===== src/sdt_pkg.sv =====
package sdt_pkg;

    // ==========================================================
    // register map (byte addresses on the apb bus)
    localparam logic [7:0] SDT_ADDR_CTRL = 8'h00;
    localparam logic [7:0] SDT_ADDR_COUNT = 8'h04;
    localparam logic [7:0] SDT_ADDR_RELOAD = 8'h08;
    localparam logic [7:0] SDT_ADDR_STATUS = 8'h0c;
    localparam logic [7:0] SDT_ADDR_MASK = 8'h10;

    // ==========================================================
    // field positions and reset values
    localparam int SDT_FLAG_LOW = 0;
    localparam int SDT_FLAG_HIGH = 1;
    localparam logic [7:0] SDT_CTRL_RESET = 8'h00;
    localparam logic [15:0] SDT_PAIR_RESET = 16'h0000;
    localparam logic [1:0] SDT_FLAGS_RESET = 2'h0;
    localparam logic [1:0] SDT_MASK_RESET = 2'h3;
    localparam logic [7:0] SDT_ROLL_VALUE = 8'hff;

    // ==========================================================
    // external source codes
    localparam logic [1:0] SDT_XSEL_DIV12 = 2'h0;
    localparam logic [1:0] SDT_XSEL_RTC = 2'h1;
    localparam logic [1:0] SDT_XSEL_RSVD = 2'h2;
    localparam logic [1:0] SDT_XSEL_CMP0 = 2'h3;

    // ==========================================================
    // prescaler counts
    localparam logic [3:0] SDT_SYS_DIV_LAST = 4'hb;
    localparam logic [2:0] SDT_RTC_DIV_LAST = 3'h7;

    // ==========================================================
    // types
    typedef struct packed {
        logic low_clock_select;
        logic high_clock_select;
        logic low_overflow_irq_enable;
        logic irq_enable;
        logic split_mode_select;
        logic run_control;
        logic [1:0] external_clock_select;
    } sdt_ctrl_t;

    typedef struct packed {
        logic [7:0] high;
        logic [7:0] low;
    } sdt_pair_t;

endpackage


===== src/sdt_split_timer.sv =====
// Chosen here: the register offsets and register access over APB.
`timescale 1ns/1ns
// What this block does
// - With split mode selected the timer runs as two 8-bit auto-reload counters, high and low.
// - Each half reloads from its own reload register.
// - Run control gates only the high counter; the low counter is gated by split mode alone.
// - High clock select 1 counts system clocks, 0 uses the external select field.
// - External select 00 is system clock / 12, 01 rtc / 8, 11 comparator 0, 10 reserved.
// - The low clock select chooses its source the same way, sharing the high half's external select field.
// - A rollover from ff, which loads the reload value, sets that half's overflow flag.
// - With the timer interrupt enabled, every high overflow with its mask bit set requests an interrupt.
// - With low overflow interrupt enable also set, either half's unmasked overflow requests an interrupt.
// - Hardware never clears the overflow flags; only software does.
module sdt_split_timer
    import sdt_pkg::*;
(
    input wire logic core_clk_in, // 25 MHz system clock
    input wire logic sys_rst_in, // synchronous reset, high
    input wire logic rtc_clk_in, // real-time clock pin
    input wire logic cmp0_in, // comparator 0 output
    input wire logic psel_in, // apb select
    input wire logic penable_in, // apb enable
    input wire logic pwrite_in, // apb direction
    input wire logic [7:0] paddr_in, // apb byte address
    input wire logic [31:0] pwdata_in, // apb write data
    output logic [31:0] prdata_out, // apb read data
    output logic pready_out, // apb ready
    output logic pslverr_out, // apb error, unmapped address
    output logic irq_out // timer interrupt level
);

    // ==========================================================
    // source selection
    function automatic logic src_tick(input logic sys_sel, input logic [1:0] xsel,
                                      input logic t12, input logic trtc, input logic tcmp);
        logic t;
        t = 1'b0;
        if (sys_sel)
            t = 1'b1;
        else if (xsel == SDT_XSEL_DIV12)
            t = t12;
        else if (xsel == SDT_XSEL_RTC)
            t = trtc;
        else if (xsel == SDT_XSEL_CMP0)
            t = tcmp;
        else
            t = 1'b0;
        return t;
    endfunction

    function automatic logic mapped(input logic [7:0] a);
        return (a == SDT_ADDR_CTRL) || (a == SDT_ADDR_COUNT) || (a == SDT_ADDR_RELOAD)
            || (a == SDT_ADDR_STATUS) || (a == SDT_ADDR_MASK);
    endfunction

    // ==========================================================
    // state
    sdt_ctrl_t ctrl, next_ctrl;
    sdt_pair_t count, next_count;
    sdt_pair_t reload, next_reload;
    logic [1:0] flags, next_flags;
    logic [1:0] mask, next_mask;
    logic [31:0] rdata, next_rdata;
    logic err, next_err;
    logic [3:0] sys_div, next_sys_div;
    logic [2:0] rtc_div, next_rtc_div;
    logic [2:0] rtc_sync, next_rtc_sync;
    logic [2:0] cmp_sync, next_cmp_sync;

    logic setup, access, wr_acc;
    logic wr_ctrl, wr_count, wr_reload, wr_status, wr_mask;
    logic tick12, tick_rtc, tick_cmp;
    logic low_tick, high_tick, low_ovf, high_ovf;

    assign setup = psel_in && !penable_in;
    assign access = psel_in && penable_in;
    assign wr_acc = access && pwrite_in;
    assign wr_ctrl = wr_acc && (paddr_in == SDT_ADDR_CTRL);
    assign wr_count = wr_acc && (paddr_in == SDT_ADDR_COUNT);
    assign wr_reload = wr_acc && (paddr_in == SDT_ADDR_RELOAD);
    assign wr_status = wr_acc && (paddr_in == SDT_ADDR_STATUS);
    assign wr_mask = wr_acc && (paddr_in == SDT_ADDR_MASK);

    // ==========================================================
    // count sources
    // edges only after the second sync stage
    assign tick_rtc = rtc_sync[1] && !rtc_sync[2] && (rtc_div == SDT_RTC_DIV_LAST);
    assign tick_cmp = cmp_sync[1] && !cmp_sync[2];
    assign tick12 = (sys_div == SDT_SYS_DIV_LAST);

    // shared external mapping, code 10 never ticks
    // run control gates the high half only
    assign high_tick = ctrl.split_mode_select && ctrl.run_control
        && src_tick(ctrl.high_clock_select, ctrl.external_clock_select, tick12, tick_rtc, tick_cmp);
    // low half picks its own source
    assign low_tick = ctrl.split_mode_select
        && src_tick(ctrl.low_clock_select, ctrl.external_clock_select, tick12, tick_rtc, tick_cmp);
    assign high_ovf = high_tick && (count.high == SDT_ROLL_VALUE);
    assign low_ovf = low_tick && (count.low == SDT_ROLL_VALUE);

    always_comb
    begin
        next_rtc_sync = {rtc_sync[1:0], rtc_clk_in};
        next_cmp_sync = {cmp_sync[1:0], cmp0_in};
        next_sys_div = tick12 ? 4'h0 : sys_div + 4'h1;
        next_rtc_div = rtc_div;
        // rtc divided by 8: every eighth rising edge ticks
        if (rtc_sync[1] && !rtc_sync[2])
            next_rtc_div = rtc_div + 3'h1;
    end

    // ==========================================================
    // counters and flags
    always_comb
    begin
        next_count = count;
        if (low_ovf)
            next_count.low = reload.low;
        else if (low_tick)
            next_count.low = count.low + 8'h01;
        // high reload from its own register
        if (high_ovf)
            next_count.high = reload.high;
        else if (high_tick)
            next_count.high = count.high + 8'h01;
        // software write of the counters overrides a tick
        if (wr_count)
            next_count = pwdata_in[15:0];

        // only a software one-write clears, set wins
        next_flags = flags;
        if (wr_status)
            next_flags = flags & ~pwdata_in[1:0];
        if (low_ovf)
            next_flags[SDT_FLAG_LOW] = 1'b1;
        if (high_ovf)
            next_flags[SDT_FLAG_HIGH] = 1'b1;
    end

    // ==========================================================
    // register file
    always_comb
    begin
        next_ctrl = wr_ctrl ? sdt_ctrl_t'(pwdata_in[7:0]) : ctrl;
        next_reload = wr_reload ? pwdata_in[15:0] : reload;
        next_mask = wr_mask ? pwdata_in[1:0] : mask;
        next_rdata = rdata;
        next_err = err;
        // read data and error are latched in the setup cycle
        if (setup)
        begin
            next_err = !mapped(paddr_in);
            if (paddr_in == SDT_ADDR_CTRL)
                next_rdata = {24'h000000, ctrl};
            else if (paddr_in == SDT_ADDR_COUNT)
                next_rdata = {16'h0000, count};
            else if (paddr_in == SDT_ADDR_RELOAD)
                next_rdata = {16'h0000, reload};
            else if (paddr_in == SDT_ADDR_STATUS)
                next_rdata = {30'h0, flags};
            else if (paddr_in == SDT_ADDR_MASK)
                next_rdata = {30'h0, mask};
            else
                next_rdata = 32'h00000000;
        end
    end

    always_ff @(posedge core_clk_in)
    begin
        if (sys_rst_in)
        begin
            ctrl <= sdt_ctrl_t'(SDT_CTRL_RESET);
            count <= SDT_PAIR_RESET;
            reload <= SDT_PAIR_RESET;
            flags <= SDT_FLAGS_RESET;
            mask <= SDT_MASK_RESET;
            rdata <= 32'h00000000;
            err <= 1'b0;
            sys_div <= 4'h0;
            rtc_div <= 3'h0;
            rtc_sync <= 3'h0;
            cmp_sync <= 3'h0;
        end
        else
        begin
            ctrl <= next_ctrl;
            count <= next_count;
            reload <= next_reload;
            flags <= next_flags;
            mask <= next_mask;
            rdata <= next_rdata;
            err <= next_err;
            sys_div <= next_sys_div;
            rtc_div <= next_rtc_div;
            rtc_sync <= next_rtc_sync;
            cmp_sync <= next_cmp_sync;
        end
    end

    // ==========================================================
    // outputs
    assign pready_out = access;
    assign prdata_out = rdata;
    assign pslverr_out = access && err;
    // low overflow only with its own enable
    assign irq_out = ctrl.irq_enable && ((flags[SDT_FLAG_HIGH] && mask[SDT_FLAG_HIGH])
        || (ctrl.low_overflow_irq_enable && flags[SDT_FLAG_LOW] && mask[SDT_FLAG_LOW]));
endmodule // sdt_split_timer


===== config.mk =====
export PLATFORM = sky130hd
export DESIGN_NAME = sdt_split_timer
export DESIGN_NICKNAME = d
export VERILOG_FILES = /design/src/sdt_pkg.sv /design/src/sdt_split_timer.sv
export SDC_FILE = /design/constraint.sdc
export NUM_CORES = 1
export LEC_CHECK = 0
export ABC_CLOCK_PERIOD_IN_PS = 3800
export BUFFER_PORTS_ARGS = -buffer_cell sky130_fd_sc_hd__buf_2
export CAP_MARGIN = 20
export CORE_ASPECT_RATIO = 0.5
export CORE_MARGIN = 1.5
export CORE_UTILIZATION = 59
export DETAILED_ROUTE_END_ITERATION = 12
export GPL_TIMING_DRIVEN = 0
export PLACE_DENSITY_LB_ADDON = 0.08
export SLEW_MARGIN = 20
export SYNTH_ARGS = -nofsm -noshare
export SYNTH_HDL_FRONTEND = slang
export SYNTH_SLANG_ARGS = --single-unit

===== constraint.sdc =====
create_clock -name core_clk_in -period 3.8 [get_ports core_clk_in]
set_clock_uncertainty 0.2 [all_clocks]
set_input_delay 0.38 -clock core_clk_in [delete_from_list [all_inputs] [get_ports core_clk_in]]
set_output_delay 0.38 -clock core_clk_in [all_outputs]
set_load 0.02 [all_outputs]

## After elaboration in Yosys (flattened, before gate mapping)

Cells that the tools add are included.

- Shift operators: 0
- Div/mod/pow operators: 0
- Mux-type cells: 18
- Order comparisons: 0
- Multipliers: 0
- Bitwise gates (word level): 2
- $add $sub $neg: 4
- Equality and inequality tests: 10
- Reductions and logical operators: 37

Operators with widths:

| operator | number |
|---|---|
| 16-bit 2-to-1 mux | 4 |
| 8-bit 2-to-1 mux | 4 |
| 1-bit logical AND | 21 |
| 8-bit by 1-bit adder with 8-bit output (second input constant) | 2 |
| 8-bit by 4-bit == test with 1-bit output (second input constant) | 2 |
| 8-bit == test (second input constant) | 2 |
| 8-bit by 3-bit == test with 1-bit output (second input constant) | 1 |
| 8-bit by 5-bit == test with 1-bit output (second input constant) | 1 |
| 8-bit logical NOT | 1 |
| 1-bit 2-to-1 mux | 7 |
| 2-bit 2-to-1 mux | 3 |
| 3-bit nonzero test | 2 |
| 1-bit logical OR | 5 |
| 4-bit by 1-bit adder with 4-bit output (second input constant) | 1 |
| 4-bit == test (second input constant) | 1 |
| 1-bit logical NOT | 4 |
| 2-bit nonzero test | 2 |
| 3-bit by 1-bit adder with 3-bit output (second input constant) | 1 |
| 3-bit == test (second input constant) | 1 |
| 2-bit AND | 1 |
| 2-bit by 1-bit == test with 1-bit output (second input constant) | 1 |
| 2-bit == test (second input constant) | 1 |
| 2-bit logical NOT | 1 |
| 2-bit inverter | 1 |
| 2-bit OR reduction | 1 |

- Bits in latches: 0
- Bits in read-only memories: 0
- Register bits after elaboration: 90
- Memory bits (writable): 0
- Output and inout port bits: 35
- Input port bits: 47
- Memories: 0
- Logic and storage cells: 91

## Depth between registers and ports, before layout

- Depth after elaboration: 10
- Mapped depth: 7
- Mapped depth without buffers: 7

## Least setup slack after synthesis

Ideal clock, no wire load.

- Path type: register -> register
- Start point: register sys_div[0]
- End point: register count[11] in the netlist's numbering
- Library setup time: 0.116 ns
- Setup slack: 1.825 ns
- Cell stages (with the launch flop): 8
- Required time: 3.484 ns
- Arrival: 1.659 ns
- Period minus slack after synthesis: 1.975 ns
- Cells stage by stage: dfxtp_1 ha_1 and3b_1 a21oi_1 a21boi_2 or4_1 nand3_1 a21oi_1

- Word-level cells in the longest chain between the ends: 7
- Elaborated cells on any way between the ends: 8
- Those cells by class: 1 x eq/ne; 4 x mux; 3 x reduce/logical

Ends and longest elaborated chain:

| element | RTL line | source |
|---|---|---|
| start: declaration | sdt_split_timer.sv:65 | `logic [3:0] sys_div, next_sys_div;` |
| start signal: assignment | sdt_split_timer.sv:193 | `sys_div <= next_sys_div;` |
| 4-bit == test * | sdt_split_timer.sv:89 | `assign tick12 = (sys_div == SDT_SYS_DIV_LAST);` |
| 1-bit 2-to-1 mux * | sdt_split_timer.sv:40 | `else if (xsel == SDT_XSEL_DIV12)` |
| 1-bit 2-to-1 mux * | sdt_split_timer.sv:38 | `if (sys_sel)` |
| 1-bit logical AND * | sdt_split_timer.sv:94 | `&& src_tick(ctrl.high_clock_select, ctrl.external_clock_select, tick12, tick_rtc, tick_cmp);` |
| 1-bit logical AND | sdt_split_timer.sv:98 | `assign high_ovf = high_tick && (count.high == SDT_ROLL_VALUE);` |
| 8-bit 2-to-1 mux | sdt_split_timer.sv:122 | `if (high_ovf)` |
| 16-bit 2-to-1 mux | sdt_split_timer.sv:127 | `if (wr_count)` |
| end signal: assignment | sdt_split_timer.sv:187 | `count <= next_count;` |
| end: declaration | sdt_split_timer.sv:59 | `sdt_pair_t count, next_count;` |

Mark *: on every way between the ends. The rest lies on a longest branch, timed or not.
A chain may end at the register's enable or synchronous reset.

## Worst setup path after layout

- Start point: register rtc_div[0]
- End point: register count[0] in the netlist's numbering

- Word-level cells in the longest chain between the ends: 9
- Elaborated cells on any way between the ends: 10
- Those cells by class: 1 x eq/ne; 5 x mux; 4 x reduce/logical

Ends and longest elaborated chain:

| element | RTL line | source |
|---|---|---|
| start: declaration | sdt_split_timer.sv:66 | `logic [2:0] rtc_div, next_rtc_div;` |
| start signal: assignment | sdt_split_timer.sv:194 | `rtc_div <= next_rtc_div;` |
| 3-bit == test * | sdt_split_timer.sv:87 | `assign tick_rtc = rtc_sync[1] && !rtc_sync[2] && (rtc_div == SDT_RTC_DIV_LAST);` |
| 1-bit logical AND * | sdt_split_timer.sv:87 |  |
| 1-bit 2-to-1 mux * | sdt_split_timer.sv:42 | `else if (xsel == SDT_XSEL_RTC)` |
| 1-bit 2-to-1 mux * | sdt_split_timer.sv:40 |  |
| 1-bit 2-to-1 mux * | sdt_split_timer.sv:38 |  |
| 1-bit logical AND * | sdt_split_timer.sv:97 | `&& src_tick(ctrl.low_clock_select, ctrl.external_clock_select, tick12, tick_rtc, tick_cmp);` |
| 1-bit logical AND | sdt_split_timer.sv:99 | `assign low_ovf = low_tick && (count.low == SDT_ROLL_VALUE);` |
| 8-bit 2-to-1 mux | sdt_split_timer.sv:117 | `if (low_ovf)` |
| 16-bit 2-to-1 mux | sdt_split_timer.sv:127 |  |

Marked as above.

==> results_dict.tcl <==
set metrics [dict create \
    post_layout_nonfiller_instances 619 \
    die_area_sq_um 6900 \
    synth-seq-area-share 0.393 \
    grt_pass1_wl_mm 15.8 \
    critical_path_class "reg -> reg" \
    worstSetupStartpointType "register" \
    postRouteAntennaNets 0 \
    cts_inserted_buffers 9 \
    post-route-drc-count 0 \
    residual_overflow_from_global_routing 0 \
    reg2regPathDepth 7 \
    dpl.hpwl_mm 7.31 \
    slew-limit-headroom 0.548 \
    ctsHoldBuffers 0 \
    setup_tns_ns 0 \
    maxSlewViolCount 0 \
    place_worst_setup_slack_ns 1.50 \
    area.growth.synth_to_final_pct 18.2 \
    async_flop_share 0 \
    finalWorstPathRequiredPeriod_ns 2.43 \
    post_drt_wl_per_cell_um 16.3 \
    fillers 519 \
    postSynthRegisterBits 74 \
    clock_sinks 74 \
    netlist_area_sq_um 3760 \
    cp_data_arrival_time_ns 2.43 \
    final-hold-violation-count 0 \
    whs_path_cells 2 \
    finalNetCount 578 \
    final.setup.worst_slack_ns 1.37 \
    drv_cap 0 \
    place.port_buffers 48 \
    worst_slew_pin_slew_ns 0.673 \
    drt_iter0_drc 300 \
    power.leakage_nw 1.77 \
    yosys.cell_types.count 64 \
    row_count 20 \
    ctsResizeCount 0 \
    numPlacedInstances 603 \
    wl_met3_mm 1.09 \
    grt_setup_unrepaired "no" \
    coreArea_sq_um 6110 \
    finalSetupViolCount 0 \
    die_width_um 116 \
    initial_utilization 0.617 \
    grt_antenna_before_repair 0 \
    cts_max_path_buffers 2 \
    met1Wirelength_mm 4.49 \
    maximum_number_of_pins_on_one_net_before_global_route_repair 14 \
    achievable_clock_frequency_mhz 412 \
    h-tree-depth 3 \
    req_time_crit_path_ns 3.81 \
    clk_latency_ns 0.34 \
    grt_pass1_vias 3188 \
    synth_warnings 0 \
    vdd.ir_drop.worst_mv 0.266 \
    p_per_area_nw_per_um2 382 \
    synthesis.instances 452 \
    io_pins 82 \
    clk_transition_reported_paths_ns 0.06 \
    cts_tree "built" \
    timing.critical_path.to_type "register" \
    detailedRoute.firstPassIterationCount 7 \
    status "completed" \
    wl_mm 10.1 \
    cp_max_fo 7 \
    drive_above_1_share 0.192 \
    synth_edf_count 0 \
    dominantRegCellSynth "sky130_fd_sc_hd__dfxtp_1" \
    syn-mean-instance-area_sq_um 8.33 \
    timing.final.crit_share 0.638 \
    die_y_um 59.5 \
    routed.top_layer "met4" \
    gpl.final_weighted_congestion 0.903 \
    insertedDiodeCount 0 \
    track_usage 0.307 \
    route.detailed.vias_per_inst 5.89 \
    dr_total_vias 3648 \
    hold_path.class "in -> reg" \
    routed-wl-met2_mm 4.30 \
    number_of_setup_buffers_added_after_cts 0 \
    fin_total_pwr_mw 1.70 \
    cts_root_buf "sky130_fd_sc_hd__clkbuf_16" \
]
==> layer usage <==
layer,global-route usage,vias up
met3,0.0890,23
li1,-,1754
met2,0.485,180
met4,0.111,0
met1,0.405,1691
met5,0,-
==> report_power, final <==
part           leakage, nW  internal (mW)  switching (mW)  total (mW)
registers            0.598          0.783         0.00386       0.787
logic                 1.04         0.0415          0.0731       0.115
clock network        0.131          0.459           0.338       0.797
==> state kept, by name, summed over array words and instances (netlist names) <==
register,cells
cmp_sync,3
count,16
ctrl,8
err,1
flags,2
mask,2
prdata_out,16
reload,16
rtc_div,3
rtc_sync,3
sys_div,4
==> cells by family (layout without fill, tap and decap cells) <==
family | after synthesis | in the layout | share of synthesized area
adder cells (fa/ha/maj) | 5 | 5 | 0.0166
multiplexers | 22 | 22 | 0.0658
flip-flops | 74 | 74 | 0.393
AO/OA/AOI/OAI | 113 | 113 | 0.198
other | 1 | 16 | 0.000996
AND/OR/NAND/NOR | 185 | 185 | 0.236
buffers and inverters | 47 | 111 | 0.0774
XOR/XNOR | 5 | 5 | 0.0116
==> cell usage after synthesis (all sizes together), types with 11 or more instances <==
| cell type | instances | area [sq um] |
|---|---|---|
| a21oi | 44 | 224 |
| a22o | 11 | 96.3 |
| a22oi | 14 | 105 |
| buf | 25 | 179 |
| clkbuf | 17 | 93.8 |
| dfxtp | 74 | 1480 |
| mux2i | 18 | 180 |
| nand2 | 55 | 209 |
| nand3 | 38 | 190 |
| nor2 | 44 | 165 |
| nor2b | 11 | 68.8 |
| o21ai | 15 | 78.8 |
==> worst paths after layout <==
check	slack [ns]	endpoint	from
max	1.37	count[0]	rtc_div[0]
min	0.05	rtc_sync[0]	rtc_clk_in
max reg2reg	1.37	count[0]	rtc_div[0]
min reg2reg	0.24	cmp_sync[1]	cmp_sync[0]
==> metrics by stage <==
step	cell area (sq um)	hold WS (ns)	utilization
5_1_grt	4450	0.0803	0.729
2_1_floorplan	3820	0.214	-
4_1_cts	4450	0.0429	0.729
6_report	4450	0.0480	0.729
3_3_place_gp	4170	0.217	0.683
3_5_place_dp	4170	0.227	0.683
==> area by class of cell <==
| type | instances | area, sq um | area share |
|---|---|---|---|
| Clock inverter | 6 | 41.3 | 0.00927 |
| Sequential cell | 74 | 1480 | 0.333 |
| Inverter | 5 | 18.8 | 0.00422 |
| Tap cell | 88 | 110 | 0.0247 |
| Timing Repair Buffer | 48 | 240 | 0.0540 |
| Multi-Input combinational cell | 346 | 2050 | 0.460 |
| Clock buffer | 10 | 239 | 0.0537 |
| Buffer | 42 | 273 | 0.0613 |
==> placed cells by master, fill, tap and decap left out, types with 3 or more instances in the layout <==
cell                         synthesis  routed
sky130_fd_sc_hd__dfxtp_1            74      74
sky130_fd_sc_hd__nand4_1             5       5
sky130_fd_sc_hd__buf_2               5      53
sky130_fd_sc_hd__a22o_1             11      11
sky130_fd_sc_hd__clkbuf_16           0       9
sky130_fd_sc_hd__a21oi_1            43      43
sky130_fd_sc_hd__a211oi_1            7       7
sky130_fd_sc_hd__nand2b_1            5       5
sky130_fd_sc_hd__clkbuf_1           14      14
sky130_fd_sc_hd__conb_1              1      16
sky130_fd_sc_hd__xor2_1              3       3
sky130_fd_sc_hd__buf_4              17      17
sky130_fd_sc_hd__o21ai_1             3       3
sky130_fd_sc_hd__nand2_1            54      54
sky130_fd_sc_hd__nor3_1              6       6
sky130_fd_sc_hd__o21ai_0            11      11
sky130_fd_sc_hd__and2_1              3       3
sky130_fd_sc_hd__nand3_1            38      38
sky130_fd_sc_hd__nor2_1             44      44
sky130_fd_sc_hd__ha_1                5       5
sky130_fd_sc_hd__a22oi_1            14      14
sky130_fd_sc_hd__mux2i_1            18      18
sky130_fd_sc_hd__inv_1               5       5
sky130_fd_sc_hd__clkinvlp_4          0       3
sky130_fd_sc_hd__nor2b_1            11      11
sky130_fd_sc_hd__and3_1              3       3
sky130_fd_sc_hd__clkbuf_8            3       4
sky130_fd_sc_hd__and4_1              4       4
==> worst max-delay path: stages (launching register included) <==
cell                       delay, ns
sky130_fd_sc_hd__dfxtp_1        0.36
sky130_fd_sc_hd__ha_1           0.18
sky130_fd_sc_hd__ha_1           0.18
sky130_fd_sc_hd__a21oi_2        0.07
sky130_fd_sc_hd__o21ai_1        0.54
sky130_fd_sc_hd__nand2_1        0.34
sky130_fd_sc_hd__a211oi_1       0.32
sky130_fd_sc_hd__nor3_1         0.08
Note: power is estimated with default switching activity, not from simulation.
